`config.mk`:
```
export PLATFORM = sky130hd
export DESIGN_NAME = xcvr_guard
export DESIGN_NICKNAME = d
export VERILOG_FILES = /design/src/logic/xcvr_guard_pkg.sv /design/src/logic/level_sync.sv /design/src/logic/dom_timeout.sv /design/src/logic/xcvr_guard.sv
export SDC_FILE = /design/constraint.sdc
export NUM_CORES = 1
export LEC_CHECK = 0
export BUFFER_PORTS_ARGS = -buffer_cell sky130_fd_sc_hd__buf_2
export CORE_UTILIZATION = 25
export CTS_CLUSTER_DIAMETER = 50
export DETAILED_ROUTE_END_ITERATION = 10
export GPL_TIMING_DRIVEN = 0
export HOLD_SLACK_MARGIN = 0.03
export PLACE_DENSITY = 0.46
export SETUP_SLACK_MARGIN = 0.3
export SYNTH_ARGS = -nofsm -noshare
export SYNTH_HDL_FRONTEND = slang
export SYNTH_SLANG_ARGS = --single-unit
export TNS_END_PERCENT = 100
```
`constraint.sdc`:
```
create_clock -name ref_clk -period 2.2 [get_ports ref_clk]
set_input_delay 0.66 -clock ref_clk [delete_from_list [all_inputs] [get_ports ref_clk]]
set_output_delay 0.66 -clock ref_clk [all_outputs]
set_load 0.01 [all_outputs]
```
`src/logic/xcvr_guard_pkg.sv`:
```
// Constants, types and register map of the transceiver mode guard
// Function
// - Mode comes from silent-select and, on enable variant, the enable input.
// - Low transmit-data turns the dominant driver on; high leaves bus recessive.
// - Receive output is low while bus dominant, high while bus recessive.
// - Normal mode sends transmit bits to bus and returns bus state.
// - Silent mode keeps driver off, bus recessive whatever transmit-data does.
// - Silent mode still forwards bus state while controller transmission is blocked.
// - Silent mode: another node's dominant drives receive output low.
// - Off mode disables the whole transceiver.
// - Off mode releases bus lines to high impedance.
// - Over-temperature indication turns the bus driver off.
// - During thermal shutdown everything except the driver keeps working.
// - Thermal off clears only when over-temperature gone and transmit-data high.
// - Dominant timer starts on each falling edge of transmit-data.
// - Transmit-data low beyond timeout disables driver, bus returns recessive.
// - Rising transmit-data edge resets the timer and clears its disable.
// - Timeout long enough for the lowest usable bit rate.
// - Open transmit-data defaults high; open select and enable default low.
// - Supply loss floats bus lines and receive output.
package xcvr_guard_pkg;

  // Clock and dominant timeout
  localparam int CLK_MHZ     = 250;
  localparam int TDOM_NS     = 1500000;
  localparam int DOM_CYC_DEF = TDOM_NS / 1000 * CLK_MHZ;

  // Register bus widths
  localparam int AW = 8;
  localparam int DW = 32;

  // Register offsets
  localparam logic [AW-1:0] OFS_CTRL   = 8'h00;
  localparam logic [AW-1:0] OFS_STATUS = 8'h04;
  localparam logic [AW-1:0] OFS_MASK   = 8'h08;
  localparam logic [AW-1:0] OFS_STATE  = 8'h0C;
  localparam logic [AW-1:0] OFS_TOCNT  = 8'h10;

  // Control fields
  localparam int CTRL_FORCE_SILENT = 0;
  localparam int CTRL_USE_EN       = 1;
  localparam logic [1:0] CTRL_RST  = 2'h2;

  // Event bits, shared by status and mask
  localparam int EV_THERM  = 0;
  localparam int EV_DOM    = 1;
  localparam int EV_SUPPLY = 2;
  localparam int EV_MODE   = 3;
  localparam int EVW       = 4;

  // Fail-safe levels of open inputs
  localparam logic TX_OPEN_LVL  = 1'b1;
  localparam logic SEL_OPEN_LVL = 1'b0;

  typedef enum logic [1:0] {
    MODE_OFF,
    MODE_SILENT,
    MODE_NORMAL
  } mode_t;

  // Register bus request
  typedef struct packed {
    logic [AW-1:0] addr;
    logic [DW-1:0] wdata;
    logic          wr;
    logic          rd;
  } reg_req_t;

  // Controller-side pins: value and open-pin indication
  typedef struct packed {
    logic tx_data;
    logic silent_sel;
    logic enable;
  } ctl_pins_t;

  // Bus-side driver outputs
  typedef struct packed {
    logic drive_dom;
    logic oe;
  } bus_drv_t;

endpackage : xcvr_guard_pkg

```
`src/logic/level_sync.sv`:
```
// Two-stage synchroniser for a group of level inputs
`timescale 1ns/10ps
module level_sync #(
  parameter int           W       = 1,
  parameter logic [W-1:0] RST_VAL = '0
) (
  input  wire logic         ref_clk,
  input  wire logic         rst,
  input  wire logic [W-1:0] d,
  output logic      [W-1:0] q
);

  typedef struct packed {
    logic [W-1:0] s1;
    logic [W-1:0] s2;
  } sync_st_t;

  sync_st_t st;
  sync_st_t next_st;

  // First stage feeds only the second
  always_comb begin
    next_st    = st;
    next_st.s1 = d;
    next_st.s2 = st.s1;
  end

  always_ff @(posedge ref_clk) begin
    if (rst) begin
      st <= '{s1: RST_VAL, s2: RST_VAL};
    end else begin
      st <= next_st;
    end
  end

  assign q = st.s2;

endmodule : level_sync

```
`src/logic/dom_timeout.sv`:
```
// Dominant timeout counter on the synchronised transmit level
`timescale 1ns/10ps
module dom_timeout #(
  parameter int CYC = 375000,
  parameter int CW  = $clog2(CYC + 1)
) (
  input  wire logic ref_clk,
  input  wire logic rst,
  input  wire logic tx_level,
  output logic      expired,
  output logic      fire
);

  typedef struct packed {
    logic [CW-1:0] cnt;
    logic          prev_tx;
    logic          expired;
    logic          fire;
  } to_st_t;

  localparam logic [CW-1:0] LAST = CW'(CYC - 1);

  to_st_t st;
  to_st_t next_st;

  // Count the low run, trip once at the limit
  always_comb begin
    next_st         = st;
    next_st.prev_tx = tx_level;
    next_st.fire    = 1'b0;
    if (st.prev_tx && !tx_level) begin
      next_st.cnt     = '0;
      next_st.expired = 1'b0;
    end else if (!st.prev_tx && tx_level) begin
      next_st.cnt     = '0;
      next_st.expired = 1'b0;
    end else if (!tx_level && !st.expired) begin
      if (st.cnt == LAST) begin
        next_st.expired = 1'b1;
        next_st.fire    = 1'b1;
      end else begin
        next_st.cnt = st.cnt + CW'(1);
      end
    end
  end

  always_ff @(posedge ref_clk) begin
    if (rst) begin
      st <= '{cnt: '0, prev_tx: 1'b1, expired: 1'b0, fire: 1'b0};
    end else begin
      st <= next_st;
    end
  end

  assign expired = st.expired;
  assign fire    = st.fire;

endmodule : dom_timeout

```
`src/logic/xcvr_guard.sv`:
```
// Transceiver mode guard: mode select, driver gating, protection, registers
`timescale 1ns/10ps
module xcvr_guard #(
  parameter int DOM_CYC = xcvr_guard_pkg::DOM_CYC_DEF
) (
  input  wire logic                       ref_clk,
  input  wire logic                       rst,
  // Controller-side pins
  input  xcvr_guard_pkg::ctl_pins_t       pins,
  input  xcvr_guard_pkg::ctl_pins_t       pins_open,
  output logic                            rx_data,
  output logic                            rx_data_oe,
  // Bus side
  input  wire logic                       bus_dominant,
  output xcvr_guard_pkg::bus_drv_t        bus_drv,
  // Monitors
  input  wire logic                       over_temp,
  input  wire logic                       supply_ok,
  // Register port
  input  xcvr_guard_pkg::reg_req_t        req,
  output logic [xcvr_guard_pkg::DW-1:0]   rdata,
  output logic                            irq
);

  import xcvr_guard_pkg::*;

  localparam int TCW = 8;

  // Whole block state
  typedef struct packed {
    logic            rx_data;
    logic            rx_oe;
    logic            drive_dom;
    logic            bus_oe;
    logic            therm_off;
    logic            prev_hot;
    logic            prev_supply;
    mode_t           mode;
    logic [1:0]      ctrl;
    logic [EVW-1:0]  status;
    logic [EVW-1:0]  mask;
    logic [TCW-1:0]  to_count;
    logic [DW-1:0]   rdata;
  } guard_st_t;

  guard_st_t st;
  guard_st_t next_st;

  ctl_pins_t raw_pins;
  ctl_pins_t sync_pins;
  logic      hot_sync;
  logic      dom_expired;
  logic      dom_fire;
  mode_t     mode_now;
  logic [EVW-1:0] events;

  // Pick mode from select inputs and control bits
  function automatic mode_t decode_mode(input logic sel, input logic en,
                                        input logic use_en, input logic force_sil);
    mode_t m;
    m = MODE_NORMAL;
    if (use_en && !en) begin
      m = MODE_OFF;
    end else if (sel || force_sil) begin
      m = MODE_SILENT;
    end
    return m;
  endfunction : decode_mode

  // Word read back at an offset
  function automatic logic [DW-1:0] read_word(input logic [AW-1:0] a, input guard_st_t s,
                                              input ctl_pins_t p, input logic hot);
    logic [DW-1:0] w;
    w = '0;
    case (a)
      OFS_CTRL: begin
        w[1:0] = s.ctrl;
      end
      OFS_STATUS: begin
        w[EVW-1:0] = s.status;
      end
      OFS_MASK: begin
        w[EVW-1:0] = s.mask;
      end
      OFS_STATE: begin
        w[1:0] = s.mode;
        w[2]   = s.therm_off;
        w[3]   = dom_expired;
        w[4]   = s.drive_dom;
        w[5]   = s.rx_data;
        w[6]   = p.tx_data;
        w[7]   = hot;
      end
      OFS_TOCNT: begin
        w[TCW-1:0] = s.to_count;
      end
      default: begin
        w = '0;
      end
    endcase
    return w;
  endfunction : read_word

  // Fail-safe levels replace inputs that are reported open
  always_comb begin
    raw_pins.tx_data    = pins_open.tx_data    ? TX_OPEN_LVL  : pins.tx_data;
    raw_pins.silent_sel = pins_open.silent_sel ? SEL_OPEN_LVL : pins.silent_sel;
    raw_pins.enable     = pins_open.enable     ? SEL_OPEN_LVL : pins.enable;
  end

  // Synchronise controller pins and temperature flag
  level_sync #(
    .W       (3),
    .RST_VAL ({TX_OPEN_LVL, SEL_OPEN_LVL, SEL_OPEN_LVL})
  ) u_pin_sync (
    .ref_clk (ref_clk),
    .rst     (rst),
    .d       (raw_pins),
    .q       (sync_pins)
  );

  level_sync #(
    .W       (1),
    .RST_VAL (1'b0)
  ) u_hot_sync (
    .ref_clk (ref_clk),
    .rst     (rst),
    .d       (over_temp),
    .q       (hot_sync)
  );

  // Dominant run limit on the transmit level
  dom_timeout #(
    .CYC     (DOM_CYC)
  ) u_dom_timeout (
    .ref_clk (ref_clk),
    .rst     (rst),
    .tx_level(sync_pins.tx_data),
    .expired (dom_expired),
    .fire    (dom_fire)
  );

  // Mode seen this cycle
  assign mode_now = decode_mode(sync_pins.silent_sel, sync_pins.enable,
                                st.ctrl[CTRL_USE_EN], st.ctrl[CTRL_FORCE_SILENT]);

  // Events that set sticky status bits
  always_comb begin
    events            = '0;
    events[EV_THERM]  = hot_sync && !st.prev_hot;
    events[EV_DOM]    = dom_fire;
    events[EV_SUPPLY] = st.prev_supply && !supply_ok;
    events[EV_MODE]   = (mode_now != st.mode);
  end

  // Next state of the whole block
  always_comb begin
    next_st             = st;
    next_st.prev_hot    = hot_sync;
    next_st.prev_supply = supply_ok;
    next_st.mode        = mode_now;

    // Thermal driver-off latch
    if (hot_sync) begin
      next_st.therm_off = 1'b1;
    end else if (sync_pins.tx_data) begin
      next_st.therm_off = 1'b0;
    end

    // Driver and bus line control
    next_st.drive_dom = 1'b0;
    next_st.bus_oe    = 1'b0;
    if (supply_ok) begin
      case (mode_now)
        MODE_NORMAL: begin
          next_st.bus_oe    = 1'b1;
          next_st.drive_dom = !sync_pins.tx_data
                              && !next_st.therm_off
                              && !dom_expired
                              && !dom_fire;
        end
        MODE_SILENT: begin
          next_st.bus_oe    = 1'b1;
          next_st.drive_dom = 1'b0;
        end
        MODE_OFF: begin
          next_st.bus_oe    = 1'b0;
        end
        default: begin
          next_st.bus_oe    = 1'b0;
        end
      endcase
    end

    // Receive path, unaffected by thermal or timeout state
    if (!supply_ok) begin
      next_st.rx_oe   = 1'b0;
      next_st.rx_data = 1'b1;
    end else if (mode_now == MODE_OFF) begin
      next_st.rx_oe   = 1'b0;
      next_st.rx_data = 1'b1;
    end else begin
      next_st.rx_oe   = 1'b1;
      next_st.rx_data = !bus_dominant;
    end

    // Timeout event counter, saturating
    if (dom_fire && st.to_count != {TCW{1'b1}}) begin
      next_st.to_count = st.to_count + TCW'(1);
    end

    // Register writes
    if (req.wr) begin
      case (req.addr)
        OFS_CTRL: begin
          next_st.ctrl = req.wdata[1:0];
        end
        OFS_STATUS: begin
          next_st.status = st.status & ~req.wdata[EVW-1:0];
        end
        OFS_MASK: begin
          next_st.mask = req.wdata[EVW-1:0];
        end
        OFS_TOCNT: begin
          next_st.to_count = '0;
        end
        default: begin
          next_st.ctrl = st.ctrl;
        end
      endcase
    end

    // New events win over a clear in the same cycle
    next_st.status = next_st.status | events;

    // Read data valid in the cycle after the strobe only
    next_st.rdata = req.rd ? read_word(req.addr, st, sync_pins, hot_sync) : '0;
  end

  // State register
  always_ff @(posedge ref_clk) begin
    if (rst) begin
      st <= '{rx_data: 1'b1, rx_oe: 1'b0, drive_dom: 1'b0, bus_oe: 1'b0,
              therm_off: 1'b0, prev_hot: 1'b0, prev_supply: 1'b0,
              mode: MODE_OFF, ctrl: CTRL_RST, status: '0, mask: '0,
              to_count: '0, rdata: '0};
    end else begin
      st <= next_st;
    end
  end

  // Outputs
  assign rx_data           = st.rx_data;
  assign rx_data_oe        = st.rx_oe;
  assign bus_drv.drive_dom = st.drive_dom;
  assign bus_drv.oe        = st.bus_oe;
  assign rdata             = st.rdata;
  assign irq               = |(st.status & st.mask);

endmodule : xcvr_guard

```
==> flow_summary_export.csv <==
group,metric,value,unit
status,status,"finished, final reports clean",
yosys,synth_top_area_share,0.425,
yosys,ys_warn_count,0,
setup_path,startpoint_type,"primary input",
global_routing,grt_antenna_before_repair,0,
place,numPortBuffers,35,
pwr,p_leak,1.59,nW
yosys,syn_area,0.00306,mm2
yosys,ys.flop_type,"dfxtp_1",
clocking,cts_hold_buf,0,
pwr,power_density,698,mW/mm2
global_routing,grt_max_degree,11,
sta,hold_viol_final,0,
layout,antennaDiodeCount,0,
place,finalWeightedCongestion,0.796,
clocking,cts_tree,"yes",
drt,drt_iter0_markers,57,
setup_path,cpPeakStageDelay,0.60,ns
global_routing,grtUsageTotal,0.110,
clocking,cts.clk_slew.worst_paths,0.05,ns
drt,viasPerCell,4.26,
global_routing,grt_pass1_vias,2231,
yosys,synth-edff-count,0,
clocking,clkLatencyLatePin,0.32,ns
sta,tightestPinTransition,0.530,ns
die,die_w,113,um
clocking,cts_root_buffer,"clkbuf_16",
drt,totalWireLength,6390,um
min_path,hold_start,"u_pin_sync.next_st[2]",
sta,setup_viol,0,
yosys,synth-seq-cells,65,
yosys,ys_seq_area_frac,0.425,
clocking,cts_htree_levels,3,
die,io_pins,90,
setup_path,reg2reg_slack,0.45,ns
flow_run,maxCapViolCount,0,
yosys,ys_top_cells_by_area,"dfxtp_1, buf_4, nor2_1",
min_path,min_path_cells,1,
setup_path,cp-end-kind,"flop",
global_routing,grt_overflow,0,
yosys,synthCells,338,
sta,fmax,538,MHz
yosys,yosysTopAreaCell,"dfxtp_1",
yosys,synth_cell_types,50,
drt,wire_per_inst,11.4,um
setup_path,crit_path_start,"req[35]",
sta,fin_tns_setup,0,ns
min_path,hold_path.class,"reg2reg",
die,core,0.0120,mm2
layout,drive_above_1_share,0.257,
pwr,vdd_drop_max,0.000272,V
setup_path,cp_cell_sequence,"buf_2 -> or4_4 -> nor2_1 -> nand3_1 -> mux2i_1 -> nor2_1",
sta,skew,0.00449,ns
yosys,syn_area_per_cell,9.05,um2
setup_path,reg2reg_depth,6,
clocking,cts_made_buffers,9,
yosys,ys_async_sr_fraction,0,
layout,fin_cells,560,
drt,vias,2386,
setup_path,crit_slowest_cell,"or4_4",
place,hpwl,4870,um
place,place_ws,0.0123,ns
place,post-place-cells,543,
setup_path,critPathRequiredTime,2.39,ns
clocking,cts_buffer_depth,2,
sta,worst_slack,0.341,ns
die,die_area,0.0127,mm2
sta,rsz0062_at_grt,"yes",
setup_path,cp_max_fo,5,
die,fp.dieH,113,um
drt,first_pass_iters,4,
setup_path,crit_type,"in2reg",
sta,finalCritPeriodShare,0.845,
clocking,clock_sinks,65,
min_path,min_to,"u_pin_sync.q[2]",
layout,fillerInstances,1265,
drt,route.detailed.drc,0,
sta,maxSlewViolCount,0,
layout,syn_to_final_growth,24.9,%
layout,utilization,0.320,
drt,drtAntennaViolNets,0,
setup_path,r2r_start,"u_pin_sync.q[2]",
sta,fin_crit,1.86,ns
setup_path,arrival,2.05,ns
global_routing,grt_pass1_wl,10800,um
die,initial_core_util,0.256,
layout,fin_nets,465,
setup_path,cp_common_cell,"nor2_1",
sta,relSlewSlack,0.646,
die,fp-row-count,40,
setup_path,worst_r2r_endpoint,"u_dom_timeout.st[12]",
[report_power, final]
group | total [mW] | switching (mW) | internal, mW
sequential | 1.20 | 0.00809 | 1.19
clock | 1.31 | 0.491 | 0.823
combinational | 0.156 | 0.0843 | 0.0720
total | 2.67 | 0.584 | 2.08
[registers in the layout (all words and copies together) (netlist names), 2 cells and up]
name and flops:
st 23, u_pin_sync.next_st 3, rdata 8, u_pin_sync.q 3, bus_drv 2, u_dom_timeout.st 20
[critical path: cells and delay by family]
kind	cells	cell delay [ns]
simple gates	4	1.07
buf+inv	1	0.10
mux	1	0.22
[layer usage]
metal  wire [um]  GRT usage
met5           0          0
met4          49     0.0364
met3         379     0.0421
met2        2890      0.172
met1        3070      0.138
[cell usage after synthesis (2+ instances only)]
cell type  count
nor3_1         9
nand4_1        5
nor2_1        48
nor3b_1        3
ha_1           4
o21ai_0        9
nor4b_4        2
or3_1          6
and4_1         3
and4bb_2       3
a22oi_1        9
buf_4         34
dfxtp_1       65
nand3_1       11
nor4b_1        3
or2_2          2
a21oi_1       13
mux2i_1       12
nor2b_1        9
nor4_1         3
clkbuf_1       4
nand2_1       19
and3_1         2
nand2b_1       5
o22ai_1        4
and2_1         4
xor2_1         7
inv_1          8
buf_2          2
xnor2_1       10
[kinds of logic (layout without fill, tap and decap cells)]
logic type | Yosys count | in the layout | synth area share
buf+inv | 49 | 101 | 0.103
simple gates | 147 | 147 | 0.278
flops | 65 | 65 | 0.425
other cells | 1 | 24 | 0.00123
compound gates | 43 | 43 | 0.0891
fa+ha+maj | 4 | 4 | 0.0164
xor+xnor | 17 | 17 | 0.0486
mux | 12 | 12 | 0.0392
[metrics by stage]
step,hold WS (ns),cell area (um2),total power [mW]
6_report,0.406,3820,2.67
5_1_grt,0.416,3820,2.79
4_1_cts,0.407,3800,2.71
3_5_place_dp,0.395,3520,1.38
3_3_place_gp,0.398,3520,1.38
2_1_floorplan,0.389,3160,1.33
[cell usage in the layout, fill, tap and decap left out, types with 7 or more instances in the layout]
master     instances
a21oi_1           13
a22oi_1            9
buf_2             36
buf_4             35
clkbuf_1           7
clkbuf_16          9
conb_1            24
dfxtp_1           64
inv_1              8
mux2i_1           12
nand2_1           19
nand3_1           11
nor2_1            48
nor2b_1            9
nor3_1             9
o21ai_0            9
xnor2_1           10
xor2_1             7
[how the worst max path moves through the flow]
| stage | to | slack, ns | depth (start not counted) |
|---|---|---|---|
| final | st[41] | 0.34 | 6 |
| after global routing | st[45] | 0.29 | 6 |
| after CTS | u_dom_timeout.st[15] | 0.30 | 6 |
| after detailed placement | st[41] | 0.01 | 6 |
| after global placement | st[46] | 0.02 | 6 |
| after floorplan | st[49] | 0.24 | 4 |
[cell type report]
type,instances,area [um2],share of cell area
Buffer,41,290,0.0759
Clock buffer,14,264,0.0691
Clock inverter,2,12.5,0.00327
Inverter,8,30.0,0.00786
Multi-Input combinational cell,247,1550,0.407
Sequential cell,65,1310,0.341
Tap cell,147,184,0.0481
Timing Repair Buffer,36,183,0.0478
[repair_timing]
action | 4_1_cts | 5_1_grt
resized for setup | 1 | 3
setup buffers | 0 | 1
setup endpoints to repair | 1 | 4
pin swaps | 0 | 0
No activity file was read; power rests on OpenSTA's default activity.
